===== src/core/asps_pkg.sv =====
// Constants, state codes and carrier structs for the sleep-state sequencer.
package asps_pkg;

  // Clock rate and documented times; cycle counts derive from them.
  localparam int CLK_MHZ         = 250;
  localparam int DEGLITCH_NS     = 2000;
  localparam int DEGLITCH_CYC    = (DEGLITCH_NS * CLK_MHZ) / 1000;
  localparam int SLEEP_DELAY_US  = 200;
  localparam int SLEEP_DELAY_CYC = SLEEP_DELAY_US * CLK_MHZ;
  localparam int LATCH_DELAY_US  = 3000;
  localparam int LATCH_DELAY_CYC = LATCH_DELAY_US * CLK_MHZ;
  localparam int ACTIVE_WAIT_US  = 25000;
  localparam int ACTIVE_WAIT_CYC = ACTIVE_WAIT_US * CLK_MHZ;

  localparam int TMR_W = 24;
  localparam int DG_W  = 9;
  localparam logic [DG_W-1:0] DG_LAST = DG_W'(DEGLITCH_CYC - 1);

  // Register map, byte addresses on the AXI4-Lite slave.
  localparam int AXI_AW = 4;
  localparam logic [AXI_AW-1:0] REG_CTRL   = 4'h0;
  localparam logic [AXI_AW-1:0] REG_STATUS = 4'h4;
  localparam logic [AXI_AW-1:0] REG_EVENTS = 4'h8;
  localparam logic [1:0] RESP_OKAY   = 2'h0;
  localparam logic [1:0] RESP_SLVERR = 2'h2;

  // Control register: bit 0 requests a software shutdown.
  localparam int   CTRL_SHUT_BIT = 0;
  localparam logic CTRL_SHUT_RST = 1'b0;

  // Sticky event bits, cleared by writing one.
  localparam int EV_W       = 4;
  localparam int EV_FAULT   = 0;
  localparam int EV_REFUSED = 1;
  localparam int EV_SLEEP   = 2;
  localparam int EV_WAKE    = 3;
  localparam logic [EV_W-1:0] EV_RST = 4'h0;

  typedef enum logic [3:0] {
    ST_OFF         = 4'h0,
    ST_RAMP        = 4'h1,
    ST_LATCH_WAIT  = 4'h2,
    ST_ACTIVE_WAIT = 4'h3,
    ST_ACTIVE      = 4'h4,
    ST_SLEEP_DELAY = 4'h5,
    ST_S3          = 4'h6,
    ST_S5          = 4'h7,
    ST_SHUTDOWN    = 4'h8,
    ST_LATCHOFF    = 4'h9
  } asps_state_t;

  // Comparator and pin levels, all asynchronous to aclk.
  typedef struct packed {
    logic sleep3_request_n;
    logic sleep5_request_n;
    logic dual5_sleep_support_en;
    logic mem_sel_low;
    logic mem_sel_high;
    logic bias_por_ok;
    logic soft_start_low;
    logic dual33_ramp_done;
    logic atx33_ok;
    logic atx5_ok;
    logic atx12_ok;
    logic dual5_uv;
    logic mem33_uv;
    logic mem25_uv;
    logic dual33_uv;
    logic clk_uv;
    logic overtemp;
  } asps_mon_t;

  typedef struct packed {
    logic dual33_standby_drive;
    logic active_switch_gate_drive;
    logic dual5_standby_switch_drive;
    logic mem25_external_drive;
    logic mem25_internal_en;
    logic mem33_internal_en;
    logic clock_chip_regulator_out;
    logic fault;
  } asps_drv_t;

endpackage


===== src/core/asps_core.sv =====
// Sleep-state power sequencer core with an AXI4-Lite register slave.
//
// Operation
// - Sleep inputs select active, S3 or S5.
// - Sleep inputs ignore pulses up to 2 us.
// - No direct move between S3 and S5.
// - Only active to sleep and back allowed.
// - Dual 5V on when active or enabled.
// - Support enable matters only in sleep states.
// - Enable changes during sleep are ignored.
// - Latch enable on sleep, start-up, shutdown exit.
// - Memory select picks 2.5V, 3.3V or both.
// - Bias reset release starts standby rail.
// - Latch selections 3 ms after standby ramp.
// - Clock regulator only in active state.
// - Active state asserts shared gate drive.
// - Sleep with support drives standby switch.
// - 2.5V memory internal asleep, external awake.
// - 3.3V memory internal asleep, switch awake.
// - Dual 3.3V NPN asleep, monitored once its ramp is done.
// - Fault high on undervoltage or overtemperature.
// - Soft-start low shuts down, fault low.
// - Wait 200 us before choosing S3/S5.
// - Wake waits 25 ms after ATX good.
// - Internal regulator fault shuts only itself.
`timescale 1ns/1ns
`default_nettype none

module asps_core
  import asps_pkg::*;
#(
  parameter logic [TMR_W-1:0] SLEEP_DELAY = TMR_W'(SLEEP_DELAY_CYC),
  parameter logic [TMR_W-1:0] LATCH_DELAY = TMR_W'(LATCH_DELAY_CYC),
  parameter logic [TMR_W-1:0] ACTIVE_WAIT = TMR_W'(ACTIVE_WAIT_CYC)
) (
  input  wire logic              aclk,
  input  wire logic              aresetn,
  input  wire asps_mon_t         mon,
  output var  asps_drv_t         drv,
  input  wire logic [AXI_AW-1:0] s_axi_awaddr,
  input  wire logic              s_axi_awvalid,
  output logic                   s_axi_awready,
  input  wire logic [31:0]       s_axi_wdata,
  input  wire logic [3:0]        s_axi_wstrb,
  input  wire logic              s_axi_wvalid,
  output logic                   s_axi_wready,
  output logic [1:0]             s_axi_bresp,
  output logic                   s_axi_bvalid,
  input  wire logic              s_axi_bready,
  input  wire logic [AXI_AW-1:0] s_axi_araddr,
  input  wire logic              s_axi_arvalid,
  output logic                   s_axi_arready,
  output logic [31:0]            s_axi_rdata,
  output logic [1:0]             s_axi_rresp,
  output logic                   s_axi_rvalid,
  input  wire logic              s_axi_rready
);

  asps_mon_t         mon_s1_r;
  asps_mon_t         m;
  wire logic [1:0]   raw_req;
  wire logic [1:0]   filt;
  logic              s3f;
  logic              s5f;
  asps_state_t       st_r;
  asps_state_t       st_nxt;
  logic [TMR_W-1:0]  tmr_r;
  logic              latch_now;
  logic              refused;
  logic              shut;
  logic              atx_ok;
  logic              act;
  logic              sleep_st;
  logic              powered;
  logic              uv_hit;
  logic              en_lat_r;
  logic              mem25_sel_r;
  logic              mem33_sel_r;
  logic              mem25_off_r;
  logic              mem33_off_r;
  logic              clk_off_r;
  asps_drv_t         drv_nxt;
  logic              ctrl_shut_r;
  logic [EV_W-1:0]   ev_r;
  logic [EV_W-1:0]   ev_set;
  logic [EV_W-1:0]   ev_clr;
  logic              aw_have_r;
  logic              w_have_r;
  logic [AXI_AW-1:0] awaddr_r;
  logic [31:0]       wdata_r;
  logic [3:0]        wstrb_r;
  logic              do_write;
  logic [AXI_AW-1:0] wa;
  logic [AXI_AW-1:0] ra;

  // Two-stage synchroniser on every comparator and pin level.
  always_ff @(posedge aclk) begin
    if (!aresetn) begin
      mon_s1_r <= '0;
      m        <= '0;
    end else begin
      mon_s1_r <= mon;
      m        <= mon_s1_r;
    end
  end

  assign raw_req = {m.sleep5_request_n, m.sleep3_request_n};

  // A new level is accepted only after it has held for the whole window.
  genvar gi;
  generate
    for (gi = 0; gi < 2; gi++) begin : g_dg
      logic            f_r;
      logic [DG_W-1:0] cnt_r;
      always_ff @(posedge aclk) begin
        if (!aresetn) begin
          f_r   <= 1'b1;
          cnt_r <= '0;
        end else if (raw_req[gi] == f_r) begin
          cnt_r <= '0;
        end else if (cnt_r == DG_LAST) begin
          f_r   <= raw_req[gi];
          cnt_r <= '0;
        end else begin
          cnt_r <= cnt_r + 1'b1;
        end
      end
      assign filt[gi] = f_r;
    end
  endgenerate

  always_comb begin
    s3f      = filt[0];
    s5f      = filt[1];
    shut     = m.soft_start_low | ctrl_shut_r;
    atx_ok   = m.atx33_ok & m.atx5_ok & m.atx12_ok;
    act      = (st_r == ST_ACTIVE) | (st_r == ST_SLEEP_DELAY);
    sleep_st = (st_r == ST_S3) | (st_r == ST_S5);
    powered  = (st_r != ST_OFF) & (st_r != ST_SHUTDOWN) &
               (st_r != ST_LATCHOFF);
  end

  // Operating state. Bias loss overrides every other state, shutdown every state but ST_LATCHOFF.
  always_comb begin
    st_nxt    = st_r;
    latch_now = 1'b0;
    refused   = 1'b0;
    if (!m.bias_por_ok) begin
      st_nxt = ST_OFF;
    end else if (shut && st_r != ST_LATCHOFF) begin
      st_nxt = ST_SHUTDOWN;
    end else begin
      case (st_r)
        ST_OFF: begin
          st_nxt = ST_RAMP;
        end
        ST_SHUTDOWN: begin
          st_nxt    = ST_RAMP;
          latch_now = 1'b1;
        end
        ST_RAMP: begin
          if (m.dual33_ramp_done) begin
            st_nxt = ST_LATCH_WAIT;
          end
        end
        ST_LATCH_WAIT: begin
          // Standby undervoltage before the other rails exist latches off.
          if (m.dual33_uv) begin
            st_nxt = ST_LATCHOFF;
          end else if (tmr_r == LATCH_DELAY - 1'b1) begin
            latch_now = 1'b1;
            if (s3f) begin
              st_nxt = ST_ACTIVE_WAIT;
            end else begin
              st_nxt = s5f ? ST_S3 : ST_S5;
            end
          end
        end
        ST_ACTIVE_WAIT: begin
          if (!s3f) begin
            st_nxt = ST_SLEEP_DELAY;
          end else if (tmr_r == ACTIVE_WAIT - 1'b1) begin
            st_nxt = ST_ACTIVE;
          end
        end
        ST_ACTIVE: begin
          if (!s3f) begin
            st_nxt = ST_SLEEP_DELAY;
          end
        end
        ST_SLEEP_DELAY: begin
          if (s3f) begin
            st_nxt = ST_ACTIVE;
          end else if (tmr_r == SLEEP_DELAY - 1'b1) begin
            latch_now = 1'b1;
            st_nxt    = s5f ? ST_S3 : ST_S5;
          end
        end
        ST_S3: begin
          if (s3f && s5f) begin
            st_nxt = ST_ACTIVE_WAIT;
          end else if (!s5f) begin
            refused = 1'b1;
          end
        end
        ST_S5: begin
          if (s3f && s5f) begin
            st_nxt = ST_ACTIVE_WAIT;
          end else if (s5f) begin
            refused = 1'b1;
          end
        end
        ST_LATCHOFF: begin
          st_nxt = ST_LATCHOFF;
        end
        default: begin
          st_nxt = ST_OFF;
        end
      endcase
    end
  end

  always_ff @(posedge aclk) begin
    if (!aresetn) begin
      st_r <= ST_OFF;
    end else begin
      st_r <= st_nxt;
    end
  end

  // One timer serves every timed state and restarts on each state change.
  // The wake timer also restarts whenever an ATX input drops out.
  always_ff @(posedge aclk) begin
    if (!aresetn || st_nxt != st_r) begin
      tmr_r <= '0;
    end else if (st_r == ST_ACTIVE_WAIT && !atx_ok) begin
      tmr_r <= '0;
    end else if (tmr_r != {TMR_W{1'b1}}) begin
      tmr_r <= tmr_r + 1'b1;
    end
  end

  // Selections are sampled only at latch points, so sleep-time changes
  // of the enable pin cannot reach the rails.
  always_ff @(posedge aclk) begin
    if (!aresetn) begin
      en_lat_r    <= 1'b0;
      mem25_sel_r <= 1'b0;
      mem33_sel_r <= 1'b0;
    end else if (latch_now) begin
      en_lat_r    <= m.dual5_sleep_support_en;
      mem25_sel_r <= ~m.mem_sel_high;
      mem33_sel_r <= ~m.mem_sel_low;
    end
  end

  // Internal pass elements trip off on their own undervoltage and come
  // back only after a shutdown or loss of bias.
  always_ff @(posedge aclk) begin
    if (!aresetn || shut || !m.bias_por_ok) begin
      mem25_off_r <= 1'b0;
      mem33_off_r <= 1'b0;
      clk_off_r   <= 1'b0;
    end else begin
      mem25_off_r <= mem25_off_r | (drv.mem25_internal_en & m.mem25_uv);
      mem33_off_r <= mem33_off_r | (drv.mem33_internal_en & m.mem33_uv);
      clk_off_r   <= clk_off_r |
                     (drv.clock_chip_regulator_out & m.clk_uv);
    end
  end

  // Monitors count only while their rail is meant to be up.
  always_comb begin
    uv_hit = (m.dual5_uv & (act | (sleep_st & en_lat_r))) |
             (m.mem33_uv & (act | (sleep_st & mem33_sel_r))) |
             (m.mem25_uv & mem25_sel_r & (act | sleep_st)) |
             (m.dual33_uv & powered & (st_r != ST_RAMP)) |
             (m.clk_uv & drv.clock_chip_regulator_out) |
             (act & ~atx_ok) |
             m.overtemp;
  end

  always_comb begin
    drv_nxt.dual33_standby_drive       = powered & ~act;
    drv_nxt.active_switch_gate_drive   = act;
    drv_nxt.dual5_standby_switch_drive = sleep_st & en_lat_r;
    drv_nxt.mem25_external_drive       = act & mem25_sel_r;
    drv_nxt.mem25_internal_en          = sleep_st & mem25_sel_r &
                                         ~mem25_off_r;
    drv_nxt.mem33_internal_en          = sleep_st & mem33_sel_r &
                                         ~mem33_off_r;
    drv_nxt.clock_chip_regulator_out   = act & ~clk_off_r;
    drv_nxt.fault = ~shut & m.bias_por_ok &
                    (uv_hit | (st_r == ST_LATCHOFF));
  end

  always_ff @(posedge aclk) begin
    if (!aresetn) begin
      drv <= '0;
    end else begin
      drv <= drv_nxt;
    end
  end

  // Register slave. Address and data are taken in either order and the
  // response goes out once both are held.
  always_comb begin
    do_write = aw_have_r & w_have_r & ~s_axi_bvalid;
    wa       = {awaddr_r[AXI_AW-1:2], 2'b00};
    ra       = {s_axi_araddr[AXI_AW-1:2], 2'b00};
  end

  always_ff @(posedge aclk) begin
    if (!aresetn) begin
      s_axi_awready <= 1'b0;
      aw_have_r     <= 1'b0;
      awaddr_r      <= '0;
    end else if (s_axi_awvalid && s_axi_awready) begin
      s_axi_awready <= 1'b0;
      aw_have_r     <= 1'b1;
      awaddr_r      <= s_axi_awaddr;
    end else if (s_axi_bvalid && s_axi_bready) begin
      s_axi_awready <= 1'b1;
      aw_have_r     <= 1'b0;
    end else if (!aw_have_r && !s_axi_bvalid) begin
      s_axi_awready <= 1'b1;
    end
  end

  always_ff @(posedge aclk) begin
    if (!aresetn) begin
      s_axi_wready <= 1'b0;
      w_have_r     <= 1'b0;
      wdata_r      <= '0;
      wstrb_r      <= '0;
    end else if (s_axi_wvalid && s_axi_wready) begin
      s_axi_wready <= 1'b0;
      w_have_r     <= 1'b1;
      wdata_r      <= s_axi_wdata;
      wstrb_r      <= s_axi_wstrb;
    end else if (s_axi_bvalid && s_axi_bready) begin
      s_axi_wready <= 1'b1;
      w_have_r     <= 1'b0;
    end else if (!w_have_r && !s_axi_bvalid) begin
      s_axi_wready <= 1'b1;
    end
  end

  always_ff @(posedge aclk) begin
    if (!aresetn) begin
      s_axi_bvalid <= 1'b0;
      s_axi_bresp  <= RESP_OKAY;
    end else if (do_write) begin
      s_axi_bvalid <= 1'b1;
      if (wa == REG_CTRL || wa == REG_STATUS || wa == REG_EVENTS) begin
        s_axi_bresp <= RESP_OKAY;
      end else begin
        s_axi_bresp <= RESP_SLVERR;
      end
    end else if (s_axi_bready) begin
      s_axi_bvalid <= 1'b0;
    end
  end

  always_ff @(posedge aclk) begin
    if (!aresetn) begin
      ctrl_shut_r <= CTRL_SHUT_RST;
    end else if (do_write && wa == REG_CTRL && wstrb_r[0]) begin
      ctrl_shut_r <= wdata_r[CTRL_SHUT_BIT];
    end
  end

  always_comb begin
    ev_set             = '0;
    ev_set[EV_FAULT]   = drv_nxt.fault & ~drv.fault;
    ev_set[EV_REFUSED] = refused;
    ev_set[EV_SLEEP]   = (st_nxt == ST_S3 || st_nxt == ST_S5) & ~sleep_st;
    ev_set[EV_WAKE]    = (st_nxt == ST_ACTIVE) & (st_r != ST_ACTIVE);
    ev_clr             = '0;
    if (do_write && wa == REG_EVENTS && wstrb_r[0]) begin
      ev_clr = wdata_r[EV_W-1:0];
    end
  end

  // A new event in the clearing cycle survives the clear.
  always_ff @(posedge aclk) begin
    if (!aresetn) begin
      ev_r <= EV_RST;
    end else begin
      ev_r <= (ev_r & ~ev_clr) | ev_set;
    end
  end

  always_ff @(posedge aclk) begin
    if (!aresetn) begin
      s_axi_arready <= 1'b0;
      s_axi_rvalid  <= 1'b0;
      s_axi_rdata   <= '0;
      s_axi_rresp   <= RESP_OKAY;
    end else if (s_axi_arvalid && s_axi_arready) begin
      s_axi_arready <= 1'b0;
      s_axi_rvalid  <= 1'b1;
      s_axi_rresp   <= RESP_OKAY;
      if (ra == REG_CTRL) begin
        s_axi_rdata <= {31'h0, ctrl_shut_r};
      end else if (ra == REG_STATUS) begin
        s_axi_rdata <= {19'h0, s5f, s3f, clk_off_r, mem33_off_r,
                        mem25_off_r, drv.fault, mem33_sel_r,
                        mem25_sel_r, en_lat_r, st_r};
      end else if (ra == REG_EVENTS) begin
        s_axi_rdata <= {28'h0, ev_r};
      end else begin
        s_axi_rdata <= '0;
        s_axi_rresp <= RESP_SLVERR;
      end
    end else if (s_axi_rvalid && s_axi_rready) begin
      s_axi_rvalid  <= 1'b0;
      s_axi_arready <= 1'b1;
    end else if (!s_axi_rvalid) begin
      s_axi_arready <= 1'b1;
    end
  end
endmodule

`default_nettype wire


===== config.mk =====
export PLATFORM = sky130hd
export DESIGN_NAME = asps_core
export DESIGN_NICKNAME = d
export VERILOG_FILES = /design/src/core/asps_pkg.sv /design/src/core/asps_core.sv
export SDC_FILE = /design/constraint.sdc
export NUM_CORES = 1
export LEC_CHECK = 0
export BUFFER_PORTS_ARGS = -buffer_cell sky130_fd_sc_hd__buf_2
export CAP_MARGIN = 25
export CORE_ASPECT_RATIO = 0.75
export CORE_MARGIN = 10
export CORE_UTILIZATION = 25
export DETAILED_ROUTE_END_ITERATION = 6
export PLACE_DENSITY = 0.43
export RECOVER_POWER = 100
export SLEW_MARGIN = 20
export SYNTH_ARGS = -nofsm -noshare
export SYNTH_HDL_FRONTEND = slang
export SYNTH_SLANG_ARGS = --single-unit
export TNS_END_PERCENT = 30

===== constraint.sdc =====
create_clock -name aclk -period 3 [get_ports aclk]
set_input_delay 0.15 -clock aclk [delete_from_list [all_inputs] [get_ports aclk]]
set_output_delay 0.15 -clock aclk [all_outputs]
set_load 0.05 [all_outputs]

# Word level (Yosys, flattened, before mapping)
# Index checks and enable logic that the tools add are counted.
[op_classes]
addsub = 3
n_eq_ne = 30
mux = 49
bitwise_logic = 62
n_reduce_logical = 46
[ops]
columns = ["cell", "count"]
rows = [
  ["$mux 4", 13],
  ["$pmux 4 s8", 1],
  ["$and 1x1->1", 29],
  ["$eq 4x3->1 const B", 7],
  ["$mux 1", 26],
  ["$mux 13", 2],
  ["$add 24x1->24 const B", 1],
  ["$eq 24x16->1 const B", 1],
  ["$eq 24x20->1 const B", 1],
  ["$eq 24x23->1 const B", 1],
  ["$ne 24x24->1 const B", 1],
  ["$add 9x1->9 const B", 2],
  ["$eq 9x9->1 const B", 2],
  ["$or 1x1->1", 16],
  ["$logic_and 1x1->1", 14],
  ["$not 1->1", 14],
  ["$logic_not 4->1", 3],
  ["$reduce_bool 2->1", 6],
  ["$reduce_or 2->1", 6],
  ["$eq 4x2->1 const B", 2],
  ["$eq 4x4->1 const B", 2],
  ["$mux 2", 4],
  ["$ne 4x4->1 const B", 2],
  ["$logic_not 1->1", 6],
  ["18 further kinds", 28],
]
[word_totals]
register_bits = 153
inputBits = 68
out_inout_bits = 49
elab_cells = 259

# Depth between registers and ports, before layout
# Gate-level depths: netlist of run 1.
[depth]
word_depth = 15
depth_mapped = 9
ltp_nobuf = 7

# Worst setup path before layout of run 1
# OpenSTA, ideal clock, no wires.
[synth_timing]
path_type = "register -> register"
startpoint = "reg tmr_r[0]"
endpoint = "reg tmr_r[14]"
setup_time_ns = 0.139
arrival_ns = 2.367
required_ns = 2.861
path_slack_ns = 0.493
stages_incl_launch_ff = 10
n_path_buf = 2
period_less_slack_ns = 2.507
cell_sequence = "dfxtp_1 -> ha_1 -> buf_4 -> or3b_1 -> and4bb_2 -> nand4b_1 -> a211oi_2 -> xor2_2 -> buf_6 -> nor4_2"
[synth_via]
elab_chain_cells = 9
word_cells_on_any_way = 17
cone_classes = "add/sub (1); eq/ne (5); mux (9); reduce/logical (2)"
[synth_rtl]
columns = ["element", "line_no", "rtl"]
rows = [
  ["from (decl)", "asps_core.sv:67", "logic [TMR_W-1:0] tmr_r;"],
  ["from (signal assigned)", "asps_core.sv:239", "tmr_r <= tmr_r + 1'b1;"],
  ["$eq 24x16->1 (tied with other cells)", "asps_core.sv:194", "end else if (tmr_r == SLEEP_DELAY - 1'b1) begin"],
  ["$mux 4, on equally long branches", "asps_core.sv:194, asps_core.sv:170, asps_core.sv:182", ""],
  ["$mux 4, on equally long branches", "asps_core.sv:192, asps_core.sv:168, asps_core.sv:180", ""],
  ["$pmux 4 s8", "asps_core.sv:153", "case (st_r)"],
  ["$mux 4", "asps_core.sv:150", "end else if (shut && st_r != ST_LATCHOFF) begin"],
  ["$mux 4", "asps_core.sv:148", "if (!m.bias_por_ok) begin"],
  ["$ne 4x4->1", "asps_core.sv:234", "if (!aresetn || st_nxt != st_r) begin"],
  ["$logic_or 1x1->1", "asps_core.sv:234", ""],
  ["$reduce_or 2->1 (no source line)", "n/a", ""],
]
# Several ways; a longest one is shown, not always the timed one.
# A chain may end at the register's enable or synchronous reset.

# Worst setup path in the final report of run 1
[layout_timing]
startpoint = "reg tmr_r[14]"
endpoint = "reg tmr_r[22]"
# Same word-level chain as after synthesis.

==> results_tabular.tex, run 1 <==
\begin{tabular}{lr}
\hline
Metric & Value \\
\hline
\multicolumn{2}{l}{\textbf{Clock tree}} \\
\quad Root Driver & sky130\_fd\_sc\_hd\_\_clkbuf\_16 \\
\quad H-tree depth & 4 \\
\quad Number of buffers inserted during clock tree synthesis & 17 \\
\quad Skew-Pair Late Insertion Delay & roughly 0.42 ns \\
\quad CTS hold repair buffers & 23 \\
\quad Clock tree buffer depth & 2 \\
\quad Total setup buffers inserted after CTS & 0 \\
\quad CTS tree & built \\
\quad Quantity of gates resized following cts & 0 \\
\quad Number of clock sinks & 130 \\
\quad Clock slew at the register clock pins of the worst setup and hold paths & 0.06 ns \\
\multicolumn{2}{l}{\textbf{Die}} \\
\quad Core area & 22200 um\^{}2 \\
\quad Die area & 29300 um\^{}2 \\
\quad IO Count & roughly 120 \\
\quad \# rows & 47 \\
\quad Horizontal die dimension & 194 um \\
\quad Height of the die & 151 um \\
\quad Initial cell density of the core & 25.6\% \\
\multicolumn{2}{l}{\textbf{Synth}} \\
\quad Leading register cell type out of synthesis & sky130\_fd\_sc\_hd\_\_dfxtp\_1 \\
\quad Post-synthesis instance area & around 5700 um\^{}2 \\
\quad Synth Register Bits & 130 \\
\quad Number of instances in the synthesized netlist & 614 \\
\quad Total number of yosys warnings & 0 \\
\quad Syn Area/Cell & 9.28 um\^{}2 \\
\quad Async set or reset register ratio after synthesis & 0\% \\
\quad Cell variety after synth & 67 \\
\quad EDFF count, synth & 0 \\
\quad Sequential element share of the synthesized area & 45.7\% \\
\multicolumn{2}{l}{\textbf{Setup path}} \\
\quad Endpoint of the worst-slack reg-to-reg timing path & tmr\_r[22] \\
\quad Origin of the critical flop-to-flop path & tmr\_r[14] \\
\quad Critical path, cell by cell & or4b\_4, nor4\_2, a31oi\_1, a211oi\_2, xor2\_2, buf\_4, nor4\_1 \\
\quad Worst setup startpoint & tmr\_r[14] \\
\quad CP Data Arrival Time & 3.03 ns \\
\quad Category of the most critical setup path & flip-flop to flip-flop \\
\quad Data required time of the critical path & 3.31 ns \\
\quad Slowest cell on crit path & sky130\_fd\_sc\_hd\_\_or4b\_4 \\
\quad Buffer and inverter count on the worst path & 1 \\
\quad R2R depth & 7 \\
\quad Number of cells on the critical path & 7 \\
\quad CP top delay family & simple AND/OR/NAND/NOR gates \\
\quad Kind of start point of the critical path & flip-flop \\
\quad Endpoint of the most critical setup path & tmr\_r[22] \\
\quad Critical Path End Type & flip-flop \\
\quad Top fanout value on the critical path & 24 \\
\quad Flop2flop setup slack & $\sim$0.28 ns \\
\quad Longest individual stage delay on the worst path & 0.52 ns \\
\multicolumn{2}{l}{\textbf{Drt}} \\
\quad Remaining routing DRC violations & 0 \\
\quad Ratio of routed vias to standard cells & 4.59 \\
\quad Routed length per instance & 14.3 um \\
\quad DRT iter0 DRCs & 227 \\
\quad Routed wire length & 14.4 mm \\
\quad Antenna-violating nets left & 0 \\
\quad Vias & 4609 \\
\quad Number of detailed-route iterations in the first pass & 6 \\
\multicolumn{2}{l}{\textbf{Timing}} \\
\quad Final hold violation count & 0 \\
\quad Actual transition at the worst max-transition pin & 0.811 ns \\
\quad Period Utilization, post-route & 90.8\% \\
\quad Total negative setup slack & 0 ns \\
\quad Final critical path time including I/O delays and setup & 2.72 ns \\
\quad Worst rel slew slack & 45.7\% \\
\quad Max Fclk & roughly 0.37 GHz \\
\quad Setup violations, final & 0 \\
\quad Max-slew violation total from the final report & 0 \\
\quad Final setup skew & 0.00851 ns \\
\quad RSZ-0062 raised after global routing & false \\
\multicolumn{2}{l}{\textbf{Global route}} \\
\quad Total gr overflow & 0 \\
\quad Number of antenna violations at the first check in global routing & 0 \\
\quad Global-route usage over all layers & 9.96\% \\
\quad Wire length of the first global-routing pass & 24.1 mm \\
\quad Number of global-route vias before repair & 4606 \\
\quad Maximum number of pins on one net before global-route repair & 51 \\
\multicolumn{2}{l}{\textbf{Job}} \\
\quad Max Cap Violations & 0 \\
\multicolumn{2}{l}{\textbf{Cells and area}} \\
\quad Commonest cells after routing, fill and taps aside & sky130\_fd\_sc\_hd\_\_dfxtp\_1, sky130\_fd\_sc\_hd\_\_nor2\_1, sky130\_fd\_sc\_hd\_\_nand2\_1 \\
\quad Share of layout cells above drive strength 1 & around an eighth \\
\quad Most frequent standard cell in the layout excluding fill and tap cells & sky130\_fd\_sc\_hd\_\_dfxtp\_1 \\
\quad Ant diodes & 0 \\
\quad Filler cell count & about 2400 \\
\quad Synthesis-to-finish area growth & 20.9\% \\
\quad Layout Cells excl Fill & 1005 \\
\quad Net count, final & 769 \\
\multicolumn{2}{l}{\textbf{Placement}} \\
\quad HPWL after detailed placement & 10.3 mm \\
\quad GP Congestion & 0.820 \\
\quad IO Port Bufs & 60 \\
\quad Total placed cells including tap cells & 950 \\
\multicolumn{2}{l}{\textbf{Pwr}} \\
\quad Power density cells & 588 nW/um\^{}2 \\
\quad IR drop worst, VDD & about 0.30 mV \\
\quad Static leakage & between 2 and 3 nW \\
\multicolumn{2}{l}{\textbf{Status}} \\
\quad Outcome & finished clean \\
\multicolumn{2}{l}{\textbf{Min path}} \\
\quad Worst min-delay path class & input pin to flip-flop \\
\hline
\end{tabular}
through the flow:
| step | utilization, % | setup WS (ns) | hold WS (ns) | power, mW | instance area, um^2 |
|---|---|---|---|---|---|
| 3_3_place_gp | 28.2 | 0.314 | 0.357 | 2.11 | 6260 |
| 2_1_floorplan | - | 0.493 | 0.277 | 2.06 | 5770 |
| 5_1_grt | 31.0 | 0.0410 | 0.00782 | 4.23 | 6890 |
| 6_report | 31.0 | 0.277 | 0.0166 | 4.05 | 6890 |
| 4_1_cts | 31.7 | 0.261 | 0.00575 | 4.12 | 7050 |
| 3_5_place_dp | 28.2 | 0.275 | 0.359 | 2.11 | 6260 |
synth_stat cells, types with 3 or more instances:
cell	instances	area share, %
sky130_fd_sc_hd__nand3_1	41	3.6
sky130_fd_sc_hd__ha_1	3	0.66
sky130_fd_sc_hd__mux2i_1	7	1.2
sky130_fd_sc_hd__and3_1	14	1.5
sky130_fd_sc_hd__buf_4	23	3.0
sky130_fd_sc_hd__a21oi_1	25	2.2
sky130_fd_sc_hd__xor2_1	26	4.0
sky130_fd_sc_hd__o21ai_0	9	0.79
sky130_fd_sc_hd__nor4_1	6	0.66
sky130_fd_sc_hd__nand4_1	14	1.5
sky130_fd_sc_hd__nand2_1	44	2.9
sky130_fd_sc_hd__buf_1	5	0.33
sky130_fd_sc_hd__nor3_1	15	1.3
sky130_fd_sc_hd__clkbuf_1	17	1.1
sky130_fd_sc_hd__a31oi_1	8	0.88
sky130_fd_sc_hd__nor2_1	49	3.2
sky130_fd_sc_hd__and2_1	43	4.7
sky130_fd_sc_hd__inv_1	7	0.46
sky130_fd_sc_hd__nor4_2	22	4.8
sky130_fd_sc_hd__nand3b_1	4	0.53
sky130_fd_sc_hd__a32oi_1	3	0.46
sky130_fd_sc_hd__dfxtp_1	130	46
sky130_fd_sc_hd__a22o_1	10	1.5
sky130_fd_sc_hd__xnor2_1	10	1.5
sky130_fd_sc_hd__nor2b_1	8	0.88
sky130_fd_sc_hd__a221oi_1	4	0.61
sky130_fd_sc_hd__buf_2	5	0.44
sky130_fd_sc_hd__a211oi_1	4	0.53
sky130_fd_sc_hd__nand2b_1	6	0.66
report_power, final:
part	internal (mW)	switching, mW	leakage (nW)	total [mW]
registers	1.78	0.0348	1.06	1.81
logic	0.0894	0.192	1.19	0.281
clock network	1.12	0.837	0.278	1.96
total	2.99	1.06	2.53	4.05
cells by family (layout without fill, tap and decap cells):
logic type      Yosys count  in the layout  share of synthesized area (%)
compound gates           89             89                           10.8
xor+xnor                 37             37                           5.82
fa+ha+maj                 3              3                          0.659
buf+inv                  59            136                           5.78
flops                   130            130                           45.7
mux                       7              7                           1.23
other cells               1             21                         0.0658
simple gates            288            288                           30.0
worst reg2reg max path, stage by stage (launching register included):
cell                       delay, ns
sky130_fd_sc_hd__dfxtp_1        0.43
sky130_fd_sc_hd__or4b_4         0.52
sky130_fd_sc_hd__nor4_2         0.41
sky130_fd_sc_hd__a31oi_1        0.18
sky130_fd_sc_hd__a211oi_2       0.39
sky130_fd_sc_hd__xor2_2         0.10
sky130_fd_sc_hd__buf_4          0.24
sky130_fd_sc_hd__nor4_1         0.33
sequential cells by signal (all words and copies together) (netlist names), 2 cells and up:
name,flops
awaddr_r,2
drv,8
ev_r,4
g_dg.cnt_r,18
g_dg.f_r,2
m,17
mon_s1_r,17
s_axi_rdata,13
st_r,4
tmr_r,24
wdata_r,4
layer usage:
layer | vias to the layer above | GRT usage, % | part of all wire [%]
li1 | 2316 | - | -
met1 | 2154 | 12.9 | 49
met2 | 125 | 15.2 | 45
met3 | 14 | 3.29 | 5.1
met4 | 0 | 3.38 | 1.0
met5 | - | 0 | 0
area by class of cell:
class	count	area, um^2	share of cell area, %
Clock buffer	19	453	6.57
Clock inverter	13	108	1.56
Inverter	7	26.3	0.381
Multi-Input combinational cell	445	2730	39.7
Sequential cell	130	2600	37.8
Tap cell	294	368	5.34
Timing Repair Buffer	97	602	8.73
worst min path at each step:
| stage | start | to | slack, ns | depth (start not counted) |
|---|---|---|---|---|
| finish | s_axi_wdata[2] | wdata_r[2] | 0.02 | 3 |
| detailed placement | mon[14] | mon_s1_r[14] | 0.36 | 2 |
| global placement | mon[2] | mon_s1_r[2] | 0.36 | 2 |
| global route | s_axi_wdata[2] | wdata_r[2] | 0.008 | 3 |
| floorplan | mon[0] | mon_s1_r[0] | 0.28 | 1 |
| CTS | s_axi_wdata[2] | wdata_r[2] | 0.006 | 3 |
Note: power is estimated with default switching activity, not from simulation.
==> run 2, diff against run 1 <==
--- a/config.mk
+++ b/config.mk
@@ -5,6 +5,7 @@
 export SDC_FILE = /design/constraint.sdc
 export NUM_CORES = 1
 export LEC_CHECK = 0
+export ABC_AREA = 1
 export BUFFER_PORTS_ARGS = -buffer_cell sky130_fd_sc_hd__buf_2
 export CAP_MARGIN = 25
 export CORE_ASPECT_RATIO = 0.75
==> results_tabular.tex, run 2 <==
\begin{tabular}{lr}
\hline
Metric & Value \\
\hline
\multicolumn{2}{l}{\textbf{Synth}} \\
\quad Cell variety after synth & 38 \\
\quad Share of the synthesized area in compound gates (AO/OA/AOI/OAI) & 8.97\% \\
\quad Area share of and/or/nand/nor cells after synthesis & 28.4\% \\
\quad Leading register cell type out of synthesis & sky130\_fd\_sc\_hd\_\_dfxtp\_1 \\
\quad Largest family of logic cells by synthesized area & simple AND/OR/NAND/NOR gates \\
\quad Total number of yosys warnings & 0 \\
\quad Sequential element share of the synthesized area & between 40\% and 50\% \\
\quad Share of cell area taken by muxes after synthesis & 0\% \\
\quad Synth Register Bits & 130 \\
\quad Dominant cell type by area after synthesis & sky130\_fd\_sc\_hd\_\_dfxtp\_1 \\
\quad Area share of the leading cell type in the synthesized netlist & 45.4\% \\
\quad Post-synthesis instance area & about 5700 um\^{}2 \\
\quad Most numerous cell types in the synthesized netlist & sky130\_fd\_sc\_hd\_\_nand2\_1, sky130\_fd\_sc\_hd\_\_dfxtp\_1, sky130\_fd\_sc\_hd\_\_inv\_1, sky130\_fd\_sc\_hd\_\_nor2\_1, sky130\_fd\_sc\_hd\_\_a21oi\_1 \\
\quad Number of instances in the synthesized netlist & 783 \\
\quad Most common cell in the synthesized netlist & sky130\_fd\_sc\_hd\_\_nand2\_1 \\
\quad Synth Area in Adders & less than 1\% \\
\quad EDFF count, synth & 0 \\
\quad Xor/xnor cell area share of the yosys netlist & 3.97\% \\
\quad Async set or reset register ratio after synthesis & 0\% \\
\quad Top post-synthesis cells by area & sky130\_fd\_sc\_hd\_\_dfxtp\_1, sky130\_fd\_sc\_hd\_\_nand2\_1, sky130\_fd\_sc\_hd\_\_inv\_1, sky130\_fd\_sc\_hd\_\_nor2\_1, sky130\_fd\_sc\_hd\_\_xor2\_1 \\
\quad Syn Area/Cell & 7.33 um\^{}2 \\
\multicolumn{2}{l}{\textbf{Pwr}} \\
\quad Cell-internal power & 2.96 mW \\
\quad Sequential fraction of design power & 45.3\% \\
\quad Sw Ratio & 25.6\% \\
\quad Static leakage & 3.06 nW \\
\quad Power density cells & 575 nW/um\^{}2 \\
\quad Share of total power in combinational logic & 6.6\% \\
\quad IR drop worst, VDD & roughly 0.32 mV \\
\quad Switching power summed over all nets & around 1.0 mW \\
\quad Part of the total power dissipated in the clock network & 48.1\% \\
\multicolumn{2}{l}{\textbf{Clock tree}} \\
\quad Quantity of gates resized following cts & 0 \\
\quad Clock slew at the register clock pins of the worst setup and hold paths & 0.06 ns \\
\quad CTS tree & built \\
\quad Root Driver & sky130\_fd\_sc\_hd\_\_clkbuf\_16 \\
\quad Clock tree buffer depth & 2 \\
\quad H-tree depth & 4 \\
\quad Number of buffers inserted during clock tree synthesis & 17 \\
\quad Skew-Pair Late Insertion Delay & 0.42 ns \\
\quad Number of clock sinks & 130 \\
\quad CTS hold repair buffers & 18 \\
\quad Total setup buffers inserted after CTS & 0 \\
\multicolumn{2}{l}{\textbf{Die}} \\
\quad Die area & 29500 um\^{}2 \\
\quad Horizontal die dimension & 195 um \\
\quad \# rows & 47 \\
\quad Core area & approximately 22000 um\^{}2 \\
\quad IO Count & between 100 and 150 \\
\quad Initial cell density of the core & around a quarter \\
\quad Height of the die & 151 um \\
\multicolumn{2}{l}{\textbf{Global route}} \\
\quad Number of global-route vias before repair & 4576 \\
\quad Maximum number of pins on one net before global-route repair & 33 \\
\quad Total gr overflow & 0 \\
\quad Number of antenna violations at the first check in global routing & 0 \\
\quad Global-route usage over all layers & between 10\% and 20\% \\
\quad Wire length of the first global-routing pass & between 20 and 25 mm \\
\multicolumn{2}{l}{\textbf{Timing}} \\
\quad Max Fclk & between 0.4 and 0.5 GHz \\
\quad Max-slew violation total from the final report & 0 \\
\quad Actual transition at the worst max-transition pin & 1.29 ns \\
\quad Final hold violation count & 0 \\
\quad Setup violations, final & 0 \\
\quad Total negative setup slack & 0 ns \\
\quad Final critical path time including I/O delays and setup & 2.49 ns \\
\quad Worst Setup Slack, final & roughly 0.51 ns \\
\quad Worst rel slew slack & 14.0\% \\
\quad Period Utilization, post-route & 82.9\% \\
\quad Final setup skew & 0.00865 ns \\
\quad RSZ-0062 raised after global routing & false \\
\multicolumn{2}{l}{\textbf{Setup path}} \\
\quad Longest individual stage delay on the worst path & 0.42 ns \\
\quad Most common cell type on the critical path & sky130\_fd\_sc\_hd\_\_nand2\_1 \\
\quad CP Data Arrival Time & roughly 2.8 ns \\
\quad Kind of start point of the critical path & flip-flop \\
\quad Data required time of the critical path & roughly 3.4 ns \\
\quad Slowest cell on crit path & sky130\_fd\_sc\_hd\_\_nor2\_1 \\
\quad Buffer and inverter count on the worst path & 1 \\
\quad Category of the most critical setup path & flip-flop to flip-flop \\
\quad Critical path, cell by cell & ha\_1, nand3\_1, nor2\_1, nand4\_1, nand3\_1, nand2\_1, nand2\_1, nand2\_1, nor2\_2, nand2\_1, nor2\_2, nand3\_1, buf\_12, nor2\_1 \\
\quad Top fanout value on the critical path & 24 \\
\quad CP top delay family & simple AND/OR/NAND/NOR gates \\
\quad Critical Path End Type & flip-flop \\
\multicolumn{2}{l}{\textbf{Placement}} \\
\quad HPWL after detailed placement & 11.3 mm \\
\quad Worst setup slack after placement & 0.602 ns \\
\quad GP Congestion & 0.871 \\
\quad IO Port Bufs & 60 \\
\multicolumn{2}{l}{\textbf{Drt}} \\
\quad Routed wire length & 14.8 mm \\
\quad Antenna-violating nets left & 0 \\
\quad Number of detailed-route iterations in the first pass & 5 \\
\quad Vias & 4799 \\
\quad Routed length per instance & between 10 and 15 um \\
\quad Ratio of routed vias to standard cells & 4.09 \\
\quad DRT iter0 DRCs & 264 \\
\quad Remaining routing DRC violations & 0 \\
\multicolumn{2}{l}{\textbf{Min path}} \\
\quad Worst min-delay path class & input pin to flip-flop \\
\multicolumn{2}{l}{\textbf{Status}} \\
\quad Outcome & finished clean \\
\multicolumn{2}{l}{\textbf{Cells and area}} \\
\quad Most frequent standard cell in the layout excluding fill and tap cells & sky130\_fd\_sc\_hd\_\_nand2\_1 \\
\quad Biggest register & tmr\_r \\
\quad Utilization of the core after routing & 31.1\% \\
\quad Ant diodes & 0 \\
\quad Share of layout cells above drive strength 1 & about a tenth \\
\quad Commonest cells after routing, fill and taps aside & sky130\_fd\_sc\_hd\_\_nand2\_1, sky130\_fd\_sc\_hd\_\_nor2\_1, sky130\_fd\_sc\_hd\_\_dfxtp\_1 \\
\quad Net count, final & 937 \\
\quad Flip-flop count of the largest register after layout & 24 \\
\quad Filler cell count & 2436 \\
\quad Synthesis-to-finish area growth & 20.8\% \\
\quad Biggest registers after layout & tmr\_r x24, g\_dg.cnt\_r x18 \\
\multicolumn{2}{l}{\textbf{Job}} \\
\quad Max Cap Violations & 0 \\
\hline
\end{tabular}
==> run 2: cell types whose count changed in the layout (fill, tap and decap cells not counted), moves of 14 or more <==
cell,before,now
sky130_fd_sc_hd__o21ai_0,9,27
sky130_fd_sc_hd__and2_1,29,0
sky130_fd_sc_hd__nor4_1,24,7
sky130_fd_sc_hd__inv_1,7,119
sky130_fd_sc_hd__nor2_1,49,130
sky130_fd_sc_hd__and2_0,14,0
sky130_fd_sc_hd__nand2_1,44,151
==> run 2: routing by layer <==
layer	track usage (%)	vias to the layer above	part of all wire, %
met2	12.7	109	35
met3	3.20	9	5.2
met4	2.86	0	0.80
met5	0	-	0
li1	-	2584	-
met1	15.9	2097	59
==> run 2: per-stage QoR <==
step	instance area, um^2	total power, mW	std cells	hold slack, ns
3_5_place_dp	6280	2.09	1123	0.335
4_1_cts	7010	4.05	1173	0.00186
2_1_floorplan	5810	2.05	803	0.248
5_1_grt	6930	4.17	1173	0.00863
3_3_place_gp	6280	2.09	1123	0.332
6_report	6930	3.98	1173	0.0139
==> run 2: worst min-delay path: cells and delay by family <==
kind / cells / cell delay (ns)
buffers and inverters: 2 / 0.10
AND/OR/NAND/NOR: 1 / 0.07
AO/OA/AOI/OAI: 1 / 0.06
==> run 2: layout make-up <==
| type | count | area [um^2] | share of cell area, % |
|---|---|---|---|
| multi-input cells | 510 | 2440 | 35.3 |
| inverters | 124 | 469 | 6.77 |
| well taps | 294 | 368 | 5.31 |
| clock buffers | 19 | 453 | 6.54 |
| repair buffers | 83 | 487 | 7.03 |
| flip-flops and latches | 130 | 2600 | 37.6 |
| clock inverters | 13 | 104 | 1.50 |
==> run 2: kinds of logic after synthesis <==
kind of cell	count (synthesis)
other	1
AO/OA/AOI/OAI	89
buffers and inverters	163
XOR/XNOR	26
flip-flops	130
AND/OR/NAND/NOR	371
adder cells (fa/ha/maj)	3
==> run 2: power groups by stage <==
stage          clock network (mW)  logic [mW]  registers (mW)
3_5_place_dp                    0       0.254            1.84
5_1_grt                      2.07       0.297            1.81
4_1_cts                      1.98       0.272            1.80
3_3_place_gp                    0       0.253            1.84
2_1_floorplan                   0       0.192            1.86
6_report                     1.92       0.264            1.80
==> run 2: path summary, 6_finish.rpt <==
check | startpoint | endpoint | slack [ns] | cells past startpoint
setup reg to reg | tmr_r[0] | tmr_r[14] | 0.51 | 14
hold / removal | s_axi_rready | s_axi_rvalid | 0.01 | 4
hold reg to reg | mon_s1_r[14] | m[14] | 0.41 | 2
setup / recovery | tmr_r[0] | tmr_r[14] | 0.51 | 14
==> run 3, diff against run 2 <==
==> constraint.sdc (replaced) <==
create_clock -name aclk -period 2.3 [get_ports aclk]
set_input_delay 0.115 -clock aclk [delete_from_list [all_inputs] [get_ports aclk]]
set_output_delay 0.115 -clock aclk [all_outputs]
set_load 0.05 [all_outputs]
==> results_tabular.tex, run 3 (same netlist as run 2, synthesis figures left out) <==
\begin{tabular}{lr}
\hline
Metric & Value \\
\hline
\multicolumn{2}{l}{\textbf{Global route}} \\
\quad Number of antenna violations at the first check in global routing & 0 \\
\quad Global-route usage over all layers & between 10\% and 20\% \\
\quad Total gr overflow & 0 \\
\quad Number of global-route vias before repair & 4606 \\
\quad Maximum number of pins on one net before global-route repair & 32 \\
\quad Wire length of the first global-routing pass & 24.3 mm \\
\multicolumn{2}{l}{\textbf{Setup path}} \\
\quad Category of the most critical setup path & flip-flop to flip-flop \\
\quad Top fanout value on the critical path & 24 \\
\quad Data required time of the critical path & between 2 and 3 ns \\
\quad Most common cell type on the critical path & sky130\_fd\_sc\_hd\_\_nand2\_1 \\
\quad CP top delay family & simple AND/OR/NAND/NOR gates \\
\quad Number of cells on the critical path & 13 \\
\quad Endpoint of the worst-slack reg-to-reg timing path & tmr\_r[14] \\
\quad Kind of start point of the critical path & flip-flop \\
\quad R2R depth & 13 \\
\quad CP Data Arrival Time & around 2.4 ns \\
\quad Critical Path End Type & flip-flop \\
\quad Flop2flop setup slack & 0.21 ns \\
\quad Critical path, cell by cell & ha\_2, nand3\_2, nor2\_4, buf\_4, nand4\_1, a21oi\_1, nand3\_1, nand2\_1, nand2\_1, nand2\_1, nand3\_2, buf\_12, nor2\_1 \\
\quad Longest individual stage delay on the worst path & approximately 0.34 ns \\
\quad Origin of the critical flop-to-flop path & tmr\_r[0] \\
\quad Endpoint of the most critical setup path & tmr\_r[14] \\
\quad Buffer and inverter count on the worst path & 2 \\
\quad Slowest cell on crit path & sky130\_fd\_sc\_hd\_\_dfxtp\_1 \\
\quad Worst setup startpoint & tmr\_r[0] \\
\multicolumn{2}{l}{\textbf{Clock tree}} \\
\quad Total setup buffers inserted after CTS & 0 \\
\quad Clock slew at the register clock pins of the worst setup and hold paths & 0.06 ns \\
\quad Number of buffers inserted during clock tree synthesis & 17 \\
\quad H-tree depth & 4 \\
\quad CTS tree & built \\
\quad Root Driver & sky130\_fd\_sc\_hd\_\_clkbuf\_16 \\
\quad Skew-Pair Late Insertion Delay & 0.42 ns \\
\quad Number of clock sinks & between 100 and 150 \\
\quad Clock tree buffer depth & 2 \\
\multicolumn{2}{l}{\textbf{Min path}} \\
\quad Worst min-delay path class & input pin to flip-flop \\
\quad Critical hold path startpoint & s\_axi\_wdata[3] \\
\multicolumn{2}{l}{\textbf{Drt}} \\
\quad Number of detailed-route iterations in the first pass & 5 \\
\quad DRT iter0 DRCs & 270 \\
\quad Antenna-violating nets left & 0 \\
\quad Ratio of routed vias to standard cells & roughly 4 \\
\quad Routed length per instance & 12.5 um \\
\quad Remaining routing DRC violations & 0 \\
\quad Vias & 4927 \\
\quad Routed wire length & between 15 and 20 mm \\
\multicolumn{2}{l}{\textbf{Timing}} \\
\quad Setup violations, final & 0 \\
\quad Final critical path time including I/O delays and setup & about 2.1 ns \\
\quad Period Utilization, post-route & 90.7\% \\
\quad Total negative setup slack & 0 ns \\
\quad Final setup skew & roughly 0.012 ns \\
\quad RSZ-0062 raised after global routing & false \\
\quad Final hold violation count & 0 \\
\quad Worst rel slew slack & 35.8\% \\
\quad Max-slew violation total from the final report & 0 \\
\quad Max Fclk & 0.479 GHz \\
\quad Actual transition at the worst max-transition pin & 0.963 ns \\
\multicolumn{2}{l}{\textbf{Placement}} \\
\quad Total placed cells including tap cells & 1144 \\
\quad HPWL after detailed placement & 11.5 mm \\
\quad GP Congestion & just over 0.9 \\
\quad IO Port Bufs & 60 \\
\multicolumn{2}{l}{\textbf{Cells and area}} \\
\quad Biggest registers after layout & tmr\_r x24, g\_dg.cnt\_r x18 \\
\quad Filler cell count & approximately 2400 \\
\quad Share of layout cells above drive strength 1 & a little over an eighth \\
\quad Flip-flop count of the largest register after layout & 24 \\
\quad Most frequent standard cell in the layout excluding fill and tap cells & sky130\_fd\_sc\_hd\_\_nand2\_1 \\
\quad Synthesis-to-finish area growth & 27.7\% \\
\quad Area occupied by registers & 2610 um\^{}2 \\
\quad Net count, final & 969 \\
\quad Biggest register & tmr\_r \\
\quad Layout Cells excl Fill & 1203 \\
\quad Area of combinational cells with multiple inputs & 2500 um\^{}2 \\
\quad Ant diodes & 0 \\
\quad Commonest cells after routing, fill and taps aside & sky130\_fd\_sc\_hd\_\_nand2\_1, sky130\_fd\_sc\_hd\_\_dfxtp\_1, sky130\_fd\_sc\_hd\_\_nor2\_1 \\
\multicolumn{2}{l}{\textbf{Die}} \\
\quad Die area & 29500 um\^{}2 \\
\quad Height of the die & 151 um \\
\quad Initial cell density of the core & 25.7\% \\
\quad Horizontal die dimension & 195 um \\
\quad Core area & approximately 22000 um\^{}2 \\
\quad \# rows & 47 \\
\quad IO Count & about 120 \\
\multicolumn{2}{l}{\textbf{Pwr}} \\
\quad Power density cells & 766 nW/um\^{}2 \\
\quad IR drop worst, VDD & 0.456 mV \\
\quad Static leakage & 3.26 nW \\
\multicolumn{2}{l}{\textbf{Job}} \\
\quad Max Cap Violations & 0 \\
\multicolumn{2}{l}{\textbf{Status}} \\
\quad Outcome & finished clean \\
\hline
\end{tabular}
## run 3: cell types whose count changed in the layout (fill, tap and decap cells not counted), sizes merged
cell	previous run	this run
clkinv	6	3
bufinv	0	4
clkinvlp	4	3
buf	34	53
inv	127	125
clkbuf	50	52
dlygate4sd3	18	29
## run 3: timing repair
action                     4_1_cts  5_1_grt
setup endpoints to repair        0       24
hold buffers                    29        0
hold endpoints to repair        27        0
gates resized for setup          0       16
## run 3: area by class of cell
class                           count  area share (%)
Timing Repair Buffer              115            10.2
Clock inverter                     11            2.43
Multi-Input combinational cell    510            34.1
Inverter                          124            6.41
Sequential cell                   130            35.6
Clock buffer                       19            6.18
Tap cell                          294            5.02
## run 3: tightest hold or removal path, cell delays in order
cell and delay [ns]:
sky130_fd_sc_hd__buf_2 0.07, sky130_fd_sc_hd__o21ai_0 0.08, sky130_fd_sc_hd__a21oi_1 0.12
## run 3: worst min-delay path by stage
| stage | to | slack [ns] | cells after the start |
|---|---|---|---|
| 4_1_cts | wdata_r[3] | 0.009 | 3 |
| 5_1_grt | wdata_r[3] | 0.02 | 3 |
| 6_report | wdata_r[3] | 0.02 | 3 |
| 2_1_floorplan | mon_s1_r[0] | 0.21 | 2 |
| 3_5_place_dp | mon_s1_r[5] | 0.30 | 3 |
| 3_3_place_gp | mon_s1_r[8] | 0.30 | 3 |
## run 3: per-stage QoR
stage / hold WS (ns) / power, mW / area [um^2] / util, % / setup slack, ns
after global routing: 0.0165 / 5.82 / 7320 / 32.9 / 0.00642
after detailed placement: 0.299 / 2.74 / 6430 / 28.9 / 0.0718
after CTS: 0.00920 / 5.69 / 7360 / 33.0 / 0.0562
after floorplan: 0.213 / 2.67 / 5810 / - / 0.314
final: 0.0211 / 5.61 / 7320 / 32.9 / 0.213
after global placement: 0.297 / 2.74 / 6430 / 28.9 / 0.0887
## run 3: power breakdown
group,leakage [nW],internal (mW),switching (mW)
Sequential,1.06,2.32,0.0346
Combinational,1.91,0.116,0.253
Clock,0.298,1.87,1.02
Total,3.26,4.30,1.31
## run 3: layer usage
layer	vias to the layer above	share of wire, %	global-route usage (%)
met3	11	5.6	3.07
li1	2652	-	-
met5	-	0	0
met1	2154	58	16.1
met2	110	35	12.5
met4	0	0.99	2.93
